### config.mk
export PLATFORM = sky130hd
export DESIGN_NAME = ppi_port
export DESIGN_NICKNAME = d
export VERILOG_FILES = /design/src/rtl/ppi_pkg.sv /design/src/rtl/ppi_port.sv
export SDC_FILE = /design/constraint.sdc
export NUM_CORES = 1
export LEC_CHECK = 0
export BUFFER_PORTS_ARGS = -buffer_cell sky130_fd_sc_hd__buf_2
export CAP_MARGIN = 25
export CORE_MARGIN = 2
export CORE_UTILIZATION = 47
export CTS_CLUSTER_DIAMETER = 80
export DETAILED_ROUTE_END_ITERATION = 10
export PLACE_DENSITY = 0.75
export SETUP_SLACK_MARGIN = 0.15
export SLEW_MARGIN = 20
export SYNTH_ARGS = -nofsm -noshare
export SYNTH_HDL_FRONTEND = slang
export SYNTH_SLANG_ARGS = --single-unit
### constraint.sdc
create_clock -name clk_i -period 2 [get_ports clk_i]
set_input_delay 0.1 -clock clk_i [delete_from_list [all_inputs] [get_ports clk_i]]
set_output_delay 0.1 -clock clk_i [all_outputs]
set_load 0.1 [all_outputs]
### src/rtl/ppi_pkg.sv
package ppi_pkg;
	// Register byte offsets on the Wishbone bus
	localparam logic [3:0] ADDR_CFG = 4'h0;
	localparam logic [3:0] ADDR_STATUS = 4'h4;
	localparam logic [3:0] ADDR_CTRL = 4'h8;
	// Configuration field layout
	localparam int CFG_FLT_POS = 16;
	localparam int CFG_FLT_EDGE_POS = 19;
	localparam logic [31:0] CFG_RESET = 32'h0000_0000;
	// Control register fields
	localparam int CTRL_MODE_POS = 0;
	localparam int CTRL_ROUTE_POS = 2;
	localparam int CTRL_SYNC_POS = 4;
	localparam int CTRL_SWD_POS = 5;
	localparam int CTRL_BOOT_POS = 6;
	localparam logic [7:0] CTRL_RESET = 8'h30;
	// Status field positions
	localparam int ST_FLT_FLAG = 8;
	localparam int ST_PIN_POS = 16;
	localparam int ST_FLT_LVL = 24;
	// Edge select encodings
	localparam logic [1:0] EDGE_OFF = 2'h0;
	localparam logic [1:0] EDGE_RISE = 2'h1;
	localparam logic [1:0] EDGE_FALL = 2'h2;
	localparam logic [1:0] EDGE_BOTH = 2'h3;
	// Glitch filter length in samples
	localparam int FLT_LEN = 2;
	// Wake pin index for stop mode
	localparam int STOP_WAKE_PIN = 2;
	// Power modes
	typedef enum logic [1:0] {PPI_ACTIVE, PPI_SLEEP, PPI_DEEP, PPI_HIB} ppi_pwr_t;
	// Interrupt routes
	typedef enum logic [1:0] {PPI_FIXED, PPI_FABRIC, PPI_RAW} ppi_route_t;
endpackage : ppi_pkg

### src/rtl/ppi_port.sv
`timescale 1ns/10ps
`default_nettype none
module ppi_port #(
	parameter bit STOP_PORT = 1'b1
)(
	// Clock and reset
	input wire logic clk_i,
	input wire logic rst_i,
	// Wishbone slave
	input wire logic cyc_i,
	input wire logic stb_i,
	input wire logic we_i,
	input wire logic [3:0] adr_i,
	input wire logic [3:0] sel_i,
	input wire logic [31:0] dat_i,
	output logic [31:0] dat_o,
	output logic ack_o,
	// Power mode and stop request
	input wire logic [1:0] pwr_mode_i,
	input wire logic stop_i,
	input wire logic [7:0] dsleep_pin_i,
	// Pins
	input wire logic [7:0] pin_in_i,
	input wire logic [7:0] pin_out_i,
	input wire logic [7:0] pin_oe_i,
	output logic [7:0] pin_out_o,
	output logic [7:0] pin_oe_o,
	output logic [7:0] in_buf_en_o,
	output logic [7:0] swd_en_o,
	// Interrupt routes
	output logic irq_fixed_o,
	output logic irq_fabric_o,
	output logic [7:0] raw_fabric_o,
	output logic wake_o
);
	logic [31:0] cfg, next_cfg;
	logic [7:0] ctrl, next_ctrl;
	logic [8:0] flag, next_flag;
	logic [31:0] dat, next_dat;
	logic ack, next_ack;
	logic [7:0] sync1, sync2, pin_prev;
	logic [7:0] out_q, next_out, oe_q, next_oe, ibuf, next_ibuf;
	logic [7:0] raw_q, next_raw;
	localparam int FLT_LEN_W = 1;
	logic flt_lvl, next_flt_lvl, flt_prev;
	logic [FLT_LEN_W:0] flt_cnt, next_flt_cnt;
	logic irq_f, irq_b, wake, next_wake;
	logic [7:0] lvl, rise, fall;
	logic [8:0] hit;
	logic flt_in, flt_sample_prev;
	logic wr;

	// Pin level, optionally through two-stage synchronizer
	// sync select
	always_ff @(posedge clk_i)
	begin
		sync1 <= pin_in_i;
		sync2 <= sync1;
	end
	assign lvl = (ctrl[ppi_pkg::CTRL_SYNC_POS] ? sync2 : pin_in_i) & ibuf;

	// Per-pin edge detectors
	// edge select decode
	generate
		for (genvar i = 0; i < 8; i++)
		begin : g_edge
			assign rise[i] = lvl[i] & ~pin_prev[i];
			assign fall[i] = ~lvl[i] & pin_prev[i];
			assign hit[i] = (cfg[2*i+1 -: 2] == ppi_pkg::EDGE_RISE && rise[i])
				|| (cfg[2*i+1 -: 2] == ppi_pkg::EDGE_FALL && fall[i])
				|| (cfg[2*i+1 -: 2] == ppi_pkg::EDGE_BOTH
					&& (rise[i] | fall[i]));
		end
	endgenerate

	assign flt_in = lvl[cfg[ppi_pkg::CFG_FLT_POS+2:ppi_pkg::CFG_FLT_POS]];
	// Filter edge select sits above the pin index field, no overlap
	assign hit[8] = (cfg[ppi_pkg::CFG_FLT_EDGE_POS +: 2] == ppi_pkg::EDGE_RISE
			&& flt_lvl && !flt_prev)
		|| (cfg[ppi_pkg::CFG_FLT_EDGE_POS +: 2] == ppi_pkg::EDGE_FALL
			&& !flt_lvl && flt_prev)
		|| (cfg[ppi_pkg::CFG_FLT_EDGE_POS +: 2] == ppi_pkg::EDGE_BOTH
			&& (flt_lvl != flt_prev));

	assign wr = cyc_i && stb_i && we_i && !ack;
	// Raw pin levels for the raw route, registered below
	assign next_raw = lvl & {8{ctrl[3:2] == 2'(ppi_pkg::PPI_RAW)}};

	// Glitch filter: level changes after stable input for FLT_LEN samples
	always_comb
	begin
		next_flt_lvl = flt_lvl;
		next_flt_cnt = flt_cnt;
		if (flt_in == flt_lvl)
			next_flt_cnt = '0;
		else if (flt_cnt == (FLT_LEN_W+1)'(ppi_pkg::FLT_LEN - 1))
		begin
			next_flt_lvl = flt_in;
			next_flt_cnt = '0;
		end
		else
			next_flt_cnt = flt_cnt + 1'b1;
	end

	// Flags, set wins over write-one clear
	always_comb
	begin
		next_flag = flag;
		if (wr && adr_i == ppi_pkg::ADDR_STATUS)
		begin
			if (sel_i[0])
				next_flag[7:0] = flag[7:0] & ~dat_i[7:0];
			if (sel_i[1])
				next_flag[8] = flag[8] & ~dat_i[8];
		end
		next_flag = next_flag | hit;
	end

	// Register writes and read mux
	always_comb
	begin
		next_cfg = cfg;
		next_ctrl = ctrl;
		next_ack = cyc_i && stb_i && !ack;
		next_dat = dat;
		if (wr && adr_i == ppi_pkg::ADDR_CFG)
		begin
			for (int b = 0; b < 4; b++)
				if (sel_i[b])
					next_cfg[8*b +: 8] = dat_i[8*b +: 8];
		end
		if (wr && adr_i == ppi_pkg::ADDR_CTRL && sel_i[0])
		begin
			next_ctrl = dat_i[7:0];
			// debug lines kept until boot flag set
			if (!ctrl[ppi_pkg::CTRL_BOOT_POS])
				next_ctrl[ppi_pkg::CTRL_SWD_POS] = 1'b1;
		end
		if (cyc_i && stb_i && !we_i && !ack)
		begin
			unique case (adr_i)
				ppi_pkg::ADDR_CFG: next_dat = cfg;
				// flags and levels in one word
				ppi_pkg::ADDR_STATUS: next_dat = {7'h00, flt_lvl, lvl,
					7'h00, flag};
				ppi_pkg::ADDR_CTRL: next_dat = {24'h000000, ctrl};
				default: next_dat = 32'h0000_0000;
			endcase
		end
	end

	// Pin freeze, input buffers and wake
	always_comb
	begin
		next_out = pin_out_i;
		next_oe = pin_oe_i;
		next_ibuf = 8'hFF;
		next_wake = |flag;
		unique case (ppi_pkg::ppi_pwr_t'(pwr_mode_i))
			ppi_pkg::PPI_ACTIVE, ppi_pkg::PPI_SLEEP: ;
			ppi_pkg::PPI_DEEP:
			begin
				next_out = (pin_out_i & dsleep_pin_i) | (out_q & ~dsleep_pin_i);
				next_oe = (pin_oe_i & dsleep_pin_i) | (oe_q & ~dsleep_pin_i);
			end
			ppi_pkg::PPI_HIB:
			begin
				next_out = out_q;
				next_oe = oe_q;
			end
		endcase
		if (stop_i)
		begin
			next_ibuf = STOP_PORT ? 8'h01 << ppi_pkg::STOP_WAKE_PIN : 8'h00;
			next_wake = STOP_PORT && flag[ppi_pkg::STOP_WAKE_PIN];
			next_out = out_q;
			next_oe = oe_q;
		end
	end

	// All state registers except the synchronizer stages
	always_ff @(posedge clk_i)
	begin
		if (rst_i)
		begin
			cfg <= ppi_pkg::CFG_RESET;
			ctrl <= ppi_pkg::CTRL_RESET;
			flag <= '0;
			dat <= '0;
			ack <= 1'b0;
			pin_prev <= '0;
			out_q <= '0;
			oe_q <= '0;
			ibuf <= '0;
			flt_lvl <= 1'b0;
			flt_prev <= 1'b0;
			flt_cnt <= '0;
			wake <= 1'b0;
			irq_f <= 1'b0;
			irq_b <= 1'b0;
			raw_q <= '0;
		end
		else
		begin
			cfg <= next_cfg;
			ctrl <= next_ctrl;
			flag <= next_flag;
			dat <= next_dat;
			ack <= next_ack;
			pin_prev <= lvl;
			out_q <= next_out;
			oe_q <= next_oe;
			// Buffers enable once software has configured the port
			ibuf <= (cfg != ppi_pkg::CFG_RESET || ctrl[ppi_pkg::CTRL_BOOT_POS])
				? next_ibuf : 8'h00;
			flt_lvl <= next_flt_lvl;
			flt_prev <= flt_lvl;
			flt_cnt <= next_flt_cnt;
			wake <= next_wake;
			// OR of flags to one request
			// level stays while any flag set
			irq_f <= (|next_flag) && ctrl[3:2] == 2'(ppi_pkg::PPI_FIXED);
			irq_b <= (|next_flag) && ctrl[3:2] == 2'(ppi_pkg::PPI_FABRIC);
			raw_q <= next_raw;
		end
	end

	assign dat_o = dat;
	assign ack_o = ack;
	assign pin_out_o = out_q;
	assign pin_oe_o = oe_q;
	assign in_buf_en_o = ibuf;
	assign swd_en_o = {8{ctrl[ppi_pkg::CTRL_SWD_POS]}};
	assign irq_fixed_o = irq_f;
	assign irq_fabric_o = irq_b;
	assign raw_fabric_o = raw_q;
	assign wake_o = wake;

	a_flag_clear: assert property (@(posedge clk_i) disable iff (rst_i)
		wr && adr_i == ppi_pkg::ADDR_STATUS && sel_i[0] && dat_i[0] && !hit[0]
		|=> !flag[0]) else $error("flag not cleared");
	a_flag_set: assert property (@(posedge clk_i) disable iff (rst_i)
		hit[0] |=> flag[0]) else $error("flag not set");
	a_irq_level: assert property (@(posedge clk_i) disable iff (rst_i)
		(|flag) && ctrl[3:2] == 2'h0 |-> irq_f) else $error("irq low");
	a_edge_off: assert property (@(posedge clk_i) disable iff (rst_i)
		cfg[1:0] == ppi_pkg::EDGE_OFF |-> !hit[0]) else $error("edge off");
	a_hib_freeze: assert property (@(posedge clk_i) disable iff (rst_i)
		pwr_mode_i == 2'h3 && !stop_i |=> $stable(out_q)) else $error("hib");
	a_stop_buf: assert property (@(posedge clk_i) disable iff (rst_i)
		stop_i ##1 stop_i |-> (ibuf & 8'hFB) == 8'h00) else $error("stop");
	a_irq_none: assert property (@(posedge clk_i) disable iff (rst_i)
		$past(flag) == 9'h000 && !$past(|hit) |-> !irq_f && !irq_b)
		else $error("spurious irq");
	a_swd_hold: assert property (@(posedge clk_i) disable iff (rst_i)
		!ctrl[ppi_pkg::CTRL_BOOT_POS] |-> ctrl[ppi_pkg::CTRL_SWD_POS])
		else $error("swd lost");

	a_rise_flag: assert property (@(posedge clk_i) disable iff (rst_i)
		cfg[3:2] == ppi_pkg::EDGE_RISE && lvl[1] && !pin_prev[1]
		|=> flag[1]) else $error("rise missed");

	a_fall_flag: assert property (@(posedge clk_i) disable iff (rst_i)
		cfg[5:4] == ppi_pkg::EDGE_FALL && !lvl[2] && pin_prev[2]
		|=> flag[2]) else $error("fall missed");

	a_both_flag: assert property (@(posedge clk_i) disable iff (rst_i)
		cfg[7:6] == ppi_pkg::EDGE_BOTH && lvl[3] != pin_prev[3]
		|=> flag[3]) else $error("both missed");

	a_flag_sticky: assert property (@(posedge clk_i) disable iff (rst_i)
		flag[0] && !(wr && adr_i == ppi_pkg::ADDR_STATUS && sel_i[0]
		&& dat_i[0]) |=> flag[0]) else $error("flag dropped");

	a_clear_zero: assert property (@(posedge clk_i) disable iff (rst_i)
		wr && adr_i == ppi_pkg::ADDR_STATUS && dat_i[8:0] == 9'h000
		|=> (flag & $past(flag)) == $past(flag)) else $error("zero cleared");

	a_flt_flag: assert property (@(posedge clk_i) disable iff (rst_i)
		hit[8] |=> flag[8]) else $error("filter flag");

	a_flt_settle: assert property (@(posedge clk_i) disable iff (rst_i)
		flt_in != flt_lvl
		&& flt_cnt == (FLT_LEN_W+1)'(ppi_pkg::FLT_LEN - 1)
		|=> flt_lvl == $past(flt_in)) else $error("filter stuck");

	// any new flag raises fixed irq while the fixed route is selected
	a_irq_or: assert property (@(posedge clk_i) disable iff (rst_i)
		(|next_flag) && ctrl[3:2] == 2'h0 |=> irq_f)
		else $error("fixed irq low");

	a_fabric_irq: assert property (@(posedge clk_i) disable iff (rst_i)
		(|next_flag) && ctrl[3:2] == 2'h1 |=> irq_b && !irq_f)
		else $error("fabric irq");

	a_raw_route: assert property (@(posedge clk_i) disable iff (rst_i)
		ctrl[3:2] == 2'h2 |=> raw_q == $past(lvl))
		else $error("raw route");

	a_deep_hold: assert property (@(posedge clk_i) disable iff (rst_i)
		pwr_mode_i == 2'h2 && !stop_i
		|=> ((out_q ^ $past(out_q)) & ~$past(dsleep_pin_i)) == 8'h00)
		else $error("deep sleep drift");

	a_sleep_live: assert property (@(posedge clk_i) disable iff (rst_i)
		pwr_mode_i == 2'h1 && !stop_i |=> out_q == $past(pin_out_i))
		else $error("sleep frozen");

	a_stop_hold: assert property (@(posedge clk_i) disable iff (rst_i)
		stop_i |=> $stable(out_q) && $stable(oe_q))
		else $error("stop drift");

	// stop wakes only on the wake pin
	a_wake_stop: assert property (@(posedge clk_i) disable iff (rst_i)
		stop_i |=> wake == (STOP_PORT && $past(flag[ppi_pkg::STOP_WAKE_PIN])))
		else $error("stop wake");

	a_reset_off: assert property (@(posedge clk_i) disable iff (rst_i)
		$past(rst_i) |-> ibuf == 8'h00 && oe_q == 8'h00)
		else $error("pins on at reset");

	a_ack_pulse: assert property (@(posedge clk_i) disable iff (rst_i)
		ack |=> !ack) else $error("ack held");
endmodule : ppi_port
`default_nettype wire

# Yosys cells after proc, flatten, opt, wreduce, memory -nomap -nowiden
# Cells that the tools add are included.
totals:
  mem_count: 0
  ramBits: 0
  ff_bits: 145
  latchBits: 0
  output_inout_bits: 76
  romBits: 0
classes:
  eq_ne: 36
  n_mul: 0
  div_mod_pow: 0
  shifts: 0
  reduce_logical: 77
  n_mux: 12
  bitwise: 58
  magnitude_cmp: 1
  addsub: 1
op_table:
  columns: ["cell", "count"]
  rows:
  - ["case mux 32 bit (3 select lines)", 1]
  - ["bitwise AND 8 bit", 7]
  - ["equality test 2 bit (second input constant)", 21]
  - ["logical AND 1 bit", 41]
  - ["case mux 8 bit (2 select lines)", 2]
  - ["nonzero test 32 bit", 1]
  - ["two-way mux 8 bit", 3]
  - ["equality test 2 x 1 -> 1 bit (second input constant)", 11]
  - ["NOT 1 bit", 21]
  - ["logical OR 1 bit", 19]
  - ["OR reduction 9 bit", 2]
  - ["bitwise AND 1 bit", 17]
  - ["NOT 8 bit", 2]
  - ["OR 8 bit", 2]
  - ["AND reduction 2 bit", 6]
  - ["two-way mux 9 bit", 1]
  - ["OR 9 bit", 1]
  - ["OR 1 bit", 8]
  - ["equality test 4 x 3 -> 1 bit (second input constant)", 1]
  - ["equality test 4 bit (second input constant)", 1]
  - ["zero test 1 bit", 4]
  - ["zero test 4 bit", 1]
  - ["< comparator 3 x 4 -> 1 bit (second input constant)", 1]
  - ["two-way mux 1 bit", 4]
  - ["other kinds (7)", 7]

# Longest topological paths before layout
logic_depth:
  ltp_word: 10
  mapped_depth: 11
  mapped_depth_nobuf: 10

# Worst setup path after synthesis
# OpenSTA, ideal clock, no wires.
synth_path:
  kind: "register to register"
  from: "register ibuf[6] (netlist: in_buf_en_o[6])"
  to: "register flt_cnt[0]"
  synth_period_minus_slack_ps: 2646
  n_path_buf: 1
  setup_ps: 103
  arrival_ps: 2543
  t_required_ps: 1897
  path_stages_with_launch: 7
  setup_slack_ps: -646
  cell_sequence: "dfxtp_1 -> buf_6 -> nand2_1 -> mux4_2 -> or2_1 -> a21o_1 -> a2111oi_2"
synth_between:
  elab_chain_len: 5
synth_lines:
  columns: ["item", "line_no", "rtl"]
  rows:
  - ["from (decl)", "ppi_port.sv:42", "logic [7:0] out_q, next_out, oe_q, next_oe, ibuf, next_ibuf;"]
  - ["from (signal assigned)", "ppi_port.sv:214", "ibuf <= (cfg != ppi_pkg::CFG_RESET || ctrl[ppi_pkg::CTRL_BOOT_POS])"]
  - ["bitwise AND 8 bit", "ppi_port.sv:60", "assign lvl = (ctrl[ppi_pkg::CTRL_SYNC_POS] ? sync2 : pin_in_i) & ibuf;"]
  - ["binary-select mux 1 bit (select 3 bit)", "ppi_port.sv:76", "assign flt_in = lvl[cfg[ppi_pkg::CFG_FLT_POS+2:ppi_pkg::CFG_FLT_POS]];"]
  - ["two-way mux 1 bit (implied by the code)", "ppi_port.sv:76", null]
  - ["equality test 1 bit", "ppi_port.sv:94", "if (flt_in == flt_lvl)"]
  - ["OR reduction 3 bit (no source line)", null, null]
  - ["to (signal assigned)", "ppi_port.sv:218", "flt_cnt <= next_flt_cnt;"]
  - ["to (decl)", "ppi_port.sv:46", "logic [FLT_LEN_W:0] flt_cnt, next_flt_cnt;"]
# Every way passes these cells. The select of a mux whose other input is x is not followed.
# A chain may end at the register's enable or synchronous reset.

# Worst setup path in the final report
layout_path:
  from: "register ctrl[4]"
  to: "register flt_cnt[0]"
layout_between:
  elab_chain_len: 6
layout_lines:
  columns: ["item", "line_no", "rtl"]
  rows:
  - ["from (decl)", "ppi_port.sv:37", "logic [7:0] ctrl, next_ctrl;"]
  - ["from (signal assigned)", "ppi_port.sv:187", "ctrl <= ppi_pkg::CTRL_RESET;"]
  - ["from (signal assigned)", "ppi_port.sv:206", "ctrl <= next_ctrl;"]
  - ["two-way mux 8 bit", "ppi_port.sv:60", null]
  - ["bitwise AND 8 bit", "ppi_port.sv:60", null]
  - ["binary-select mux 1 bit (select 3 bit)", "ppi_port.sv:76", null]
  - ["two-way mux 1 bit (implied by the code)", "ppi_port.sv:76", null]
  - ["equality test 1 bit", "ppi_port.sv:94", null]
  - ["OR reduction 3 bit (no source line)", null, null]
# Every way passes these cells. The select of a mux whose other input is x is not followed.

==> results <==
- The routed wire length is 17460 um.
- Setup repair after global routing could not meet its margin everywhere.
- The path class of the lowest-slack min-delay path is input port to flop.
- The checks that failed: negative setup slack.
- The die covers 0.01293 mm2.
- The area of the core region is 0.01186 mm2.
- The final routed wire length divided by cell count is 17.20 um.
- The pin slew with the least headroom to its limit is 0.6103 ns.
- VDD sags by at most 0.5113 mV.
- The layout has 867 filler cells.
- The main flop type after synthesis is sky130_fd_sc_hd__dfxtp_1.
- Derived from the worst setup path, the maximum achievable clock frequency is 463.7 MHz.
- The total instance count after detailed placement is 913.
- Detailed routing inserted a total of 5664 vias.
- The area taken by multi-input logic gates is 0.002733 mm2.
- The residual antenna-violating net count after detailed routing is 0.
- A synthesized cell averages 8.948 um2.
- The number of hold-slack violations in the final timing report was 0.
- Setup violations remaining at the end of the flow were counted as 4.
- Global routing used 26.66% of the available tracks across all layers.
- The number of primary I/O pins is 156.
- The count of pins over their slew limit is 0.
- The CTS tree is built.
- The detailed-routing iteration count for the pre-antenna-repair pass is 6.
- Of all nets on the critical path, the largest fanout is 8.
- The endpoint identified for the worst register-to-register timing path is flt_cnt[0].
- Counting flops with a built-in enable in the synthesized netlist gives 0.
- The endpoint of the worst hold path is cfg[9].
- In the routed design, unresolved DRC markers number 0.
- The initial cell density of the core is 47.68%.
- By startpoint and endpoint, the worst setup path is classified as flop to flop.
- The netlist uses 47 different library cells.
- STA classifies the critical path startpoint as a flop.
- 0 antenna diodes ended up in the layout.
- The first-iteration detailed-routing DRC count is 520.
- The clock tree root buffer cell is sky130_fd_sc_hd__clkbuf_16.
- The flow ran to the end, but the final reports show violations.
- The number of global-route vias before repair came to 5480.
- The layout cell share with drive strength beyond 1 is 32.03%.
- The data required time of the worst path is 2.32 ns.
- The post-synthesis to final-layout area growth is 44.27%.
- In this run the deepest clock path goes through 2 buffers.
- In the routed layout, each cell is associated on average with a via count of 5.580.
- The async set-or-reset flop fraction in the synthesized netlist is 0%.
- Once detailed placement completed, the half-perimeter wirelength came to 11610 um.
- Buffers placed on the I/O ports in this run total 155.
- At the end of routability-driven placement, the weighted congestion stood at 0.8512.
- The post-synthesis net count is 729.
- The worst-case setup slack after placement is -0.3040 ns.
- The maximum number of pins on one net before global-route repair is 65.
- At the end of the flow, the number of nets in the layout was 952.
- Data arrives at the worst endpoint at 2.48 ns.
- The post-route minimum period is 2.157 ns.
- The clock arrives with 0.01276 ns of skew.
- The number of buffers created by CTS is 17.
- The number of standard cells in the final layout excluding fillers is 1015.
- Clock latency on the worst-skew pair, taken at its later pin, is 0.42 ns.
- The number of antenna violations at the first check in global routing came to 0.
- The kind of end point of the critical path is a flop.
- The area taken by flip-flops and latches is 0.002795 mm2.
- The depth of the worst register-to-register path is 7.
- The overall overflow remaining after global route is 0.
- The floorplan step set the die width to 113.7 um.
- Setup slack on the worst reg-to-reg path comes out at -0.16 ns.
- The Yosys step of the flow raised 0 warnings.
- The startpoint of the worst register-to-register path is ctrl[4].
- The headroom to the max-slew limit is 59.31%.
- The post-route fraction of the period consumed by the critical path is 107.8%.
- The global-route wire length before repair is 26890 um.
- The hold path depth is 3.
- The clock tree synthesis step divided the H-tree into 4 levels.
- The number of synthesized register bits is 139.
- The cell count after synthesis came out at 632.
- The power per cell area is 837.2 mW/mm2.
- The clock net sink count is 139.
- After synthesis the cells add up to 0.005655 mm2.
- The clock-pin slew reported for the worst setup and hold paths after clock tree synthesis is 0.06 ns.
- The number of violations of the max-capacitance limit is 0.
- The leakage power is 0.003610 uW.
- The proportion of synthesized chip area in sequential cells is 49.20%.
- The y dimension of the die is 113.7 um.
- Setup slack on the critical path of the routed design comes to -0.1568 ns.
- After floorplanning, the core was divided into 40 placement rows.
- The startpoint identified for the worst hold timing path is sel_i[1].
[worst max path at each step]
stage                              start           end  slack [ns]  cells past startpoint
final                            ctrl[4]    flt_cnt[0]       -0.16                      7
after global routing             ctrl[4]  irq_fabric_o       -0.23                      9
after CTS                        ctrl[4]  irq_fabric_o       -0.12                     10
after detailed placement         ctrl[4]  irq_fabric_o       -0.30                     10
after global placement           ctrl[4]  irq_fabric_o       -0.23                     10
after floorplan           in_buf_en_o[6]    flt_cnt[0]       -0.04                      6
[cell usage in the layout, fill, tap and decap left out, types with 3 or more instances in the layout]
cell type / count
sky130_fd_sc_hd__nand3_1: 35
sky130_fd_sc_hd__a222oi_1: 8
sky130_fd_sc_hd__nand2_1: 59
sky130_fd_sc_hd__dfxtp_4: 3
sky130_fd_sc_hd__nand2_2: 3
sky130_fd_sc_hd__buf_2: 154
sky130_fd_sc_hd__a22oi_1: 24
sky130_fd_sc_hd__nor4_1: 10
sky130_fd_sc_hd__buf_6: 5
sky130_fd_sc_hd__clkbuf_8: 3
sky130_fd_sc_hd__o211a_1: 3
sky130_fd_sc_hd__ha_4: 5
sky130_fd_sc_hd__nand2b_1: 3
sky130_fd_sc_hd__dlygate4sd3_1: 59
sky130_fd_sc_hd__bufinv_16: 3
sky130_fd_sc_hd__dfxtp_1: 135
sky130_fd_sc_hd__buf_4: 34
sky130_fd_sc_hd__a221oi_2: 4
sky130_fd_sc_hd__nor2b_1: 3
sky130_fd_sc_hd__a21oi_1: 48
sky130_fd_sc_hd__inv_2: 4
sky130_fd_sc_hd__inv_1: 18
sky130_fd_sc_hd__a211oi_2: 3
sky130_fd_sc_hd__clkbuf_16: 19
sky130_fd_sc_hd__nand2_4: 4
sky130_fd_sc_hd__o21ai_0: 16
sky130_fd_sc_hd__mux2i_1: 24
sky130_fd_sc_hd__ha_1: 12
sky130_fd_sc_hd__nand4_1: 12
sky130_fd_sc_hd__nor2_1: 102
sky130_fd_sc_hd__mux2_4: 6
[power breakdown]
| part | leakage, uW | total [uW] | switching (uW) | internal [uW] |
|---|---|---|---|---|
| logic | 0.00217 | 591 | 373 | 218 |
| registers | 0.00113 | 2830 | 24.2 | 2810 |
| clock network | 0.000313 | 3410 | 1190 | 2210 |
| total | 0.00361 | 6830 | 1590 | 5240 |
[synthesized netlist by cell type (2+ instances only)]
master | instances | area, um2
sky130_fd_sc_hd__a2111oi_2 | 3 | 45.04
sky130_fd_sc_hd__a211oi_1 | 3 | 22.52
sky130_fd_sc_hd__a21oi_1 | 50 | 250.2
sky130_fd_sc_hd__a221oi_1 | 4 | 35.03
sky130_fd_sc_hd__a222oi_1 | 8 | 80.08
sky130_fd_sc_hd__a22oi_1 | 24 | 180.2
sky130_fd_sc_hd__a31oi_1 | 2 | 12.51
sky130_fd_sc_hd__buf_1 | 3 | 11.26
sky130_fd_sc_hd__buf_4 | 14 | 105.1
sky130_fd_sc_hd__buf_6 | 4 | 45.04
sky130_fd_sc_hd__clkbuf_1 | 29 | 108.9
sky130_fd_sc_hd__dfxtp_1 | 139 | 2783
sky130_fd_sc_hd__ha_1 | 17 | 212.7
sky130_fd_sc_hd__inv_1 | 22 | 82.58
sky130_fd_sc_hd__mux2_1 | 2 | 22.52
sky130_fd_sc_hd__mux2_2 | 6 | 67.56
sky130_fd_sc_hd__mux2i_1 | 25 | 250.2
sky130_fd_sc_hd__nand2_1 | 65 | 244.0
sky130_fd_sc_hd__nand2b_1 | 3 | 18.77
sky130_fd_sc_hd__nand3_1 | 36 | 180.2
sky130_fd_sc_hd__nand4_1 | 12 | 75.07
sky130_fd_sc_hd__nor2_1 | 103 | 386.6
sky130_fd_sc_hd__nor2b_1 | 3 | 18.77
sky130_fd_sc_hd__nor3_1 | 3 | 15.01
sky130_fd_sc_hd__nor4_1 | 11 | 68.82
sky130_fd_sc_hd__nor4b_2 | 2 | 30.03
sky130_fd_sc_hd__o211a_1 | 3 | 30.03
sky130_fd_sc_hd__o21ai_0 | 17 | 85.08
[metrics by stage]
| step | hold slack, ns | area [um2] | utilization, % | setup TNS (ns) | total power, uW |
|---|---|---|---|---|---|
| after floorplan | 0.1277 | 5710 | - | -0.09221 | 3209 |
| after global placement | 0.2233 | 6646 | 56.03 | -0.7916 | 3356 |
| after detailed placement | 0.2278 | 6646 | 56.03 | -1.079 | 3370 |
| after CTS | 0.01536 | 7964 | 67.14 | -0.4456 | 6838 |
| after global routing | 0.04137 | 8159 | 68.79 | -0.9568 | 7017 |
| final | 0.04299 | 8159 | 68.79 | -0.5268 | 6831 |
[repair_timing]
item | CTS | global route
pin swaps | 11 | 12
resized for setup | 17 | 25
endpoints found under the setup margin | 12 | 9
endpoints found under the hold margin | 64 | 0
setup buffers | 2 | 9
cloned | 0 | 0
hold buffers | 59 | 0
[layout make-up]
type / count / share of cell area (%)
Clock buffer: 24 / 6.425
Clock inverter: 8 / 1.564
Inverter: 22 / 1.012
Multi-Input combinational cell: 421 / 33.49
Sequential cell: 139 / 34.26
Tap cell: 147 / 2.254
Timing Repair Buffer: 254 / 20.99
[worst max-delay path, stage by stage (launching register included)]
cell and delay (ns):
sky130_fd_sc_hd__dfxtp_4 0.39, sky130_fd_sc_hd__buf_6 0.13, sky130_fd_sc_hd__mux2_4 0.20, sky130_fd_sc_hd__nand2_4 0.07, sky130_fd_sc_hd__mux4_2 0.47, sky130_fd_sc_hd__or2_1 0.24, sky130_fd_sc_hd__a21o_1 0.22, sky130_fd_sc_hd__a2111oi_4 0.35
[cell families after synthesis]
family,share of synthesized area [%]
AOI/OAI and AO/OA,14.00
adders and majority gates,3.761
buffers and inverters,6.239
DFF,49.20
muxes,6.880
and+or+nand+nor,19.91
[metal layers]
metal / track usage [%] / part of all wire [%] / vias up
met2: 46.11 / 49 / 283
met4: 9.756 / 2.5 / 0
met3: 6.111 / 7.7 / 36
li1: - / - / 2646
met1: 32.58 / 41 / 2699
met5: 0 / 0 / -
(Power assumes the default switching activity.)
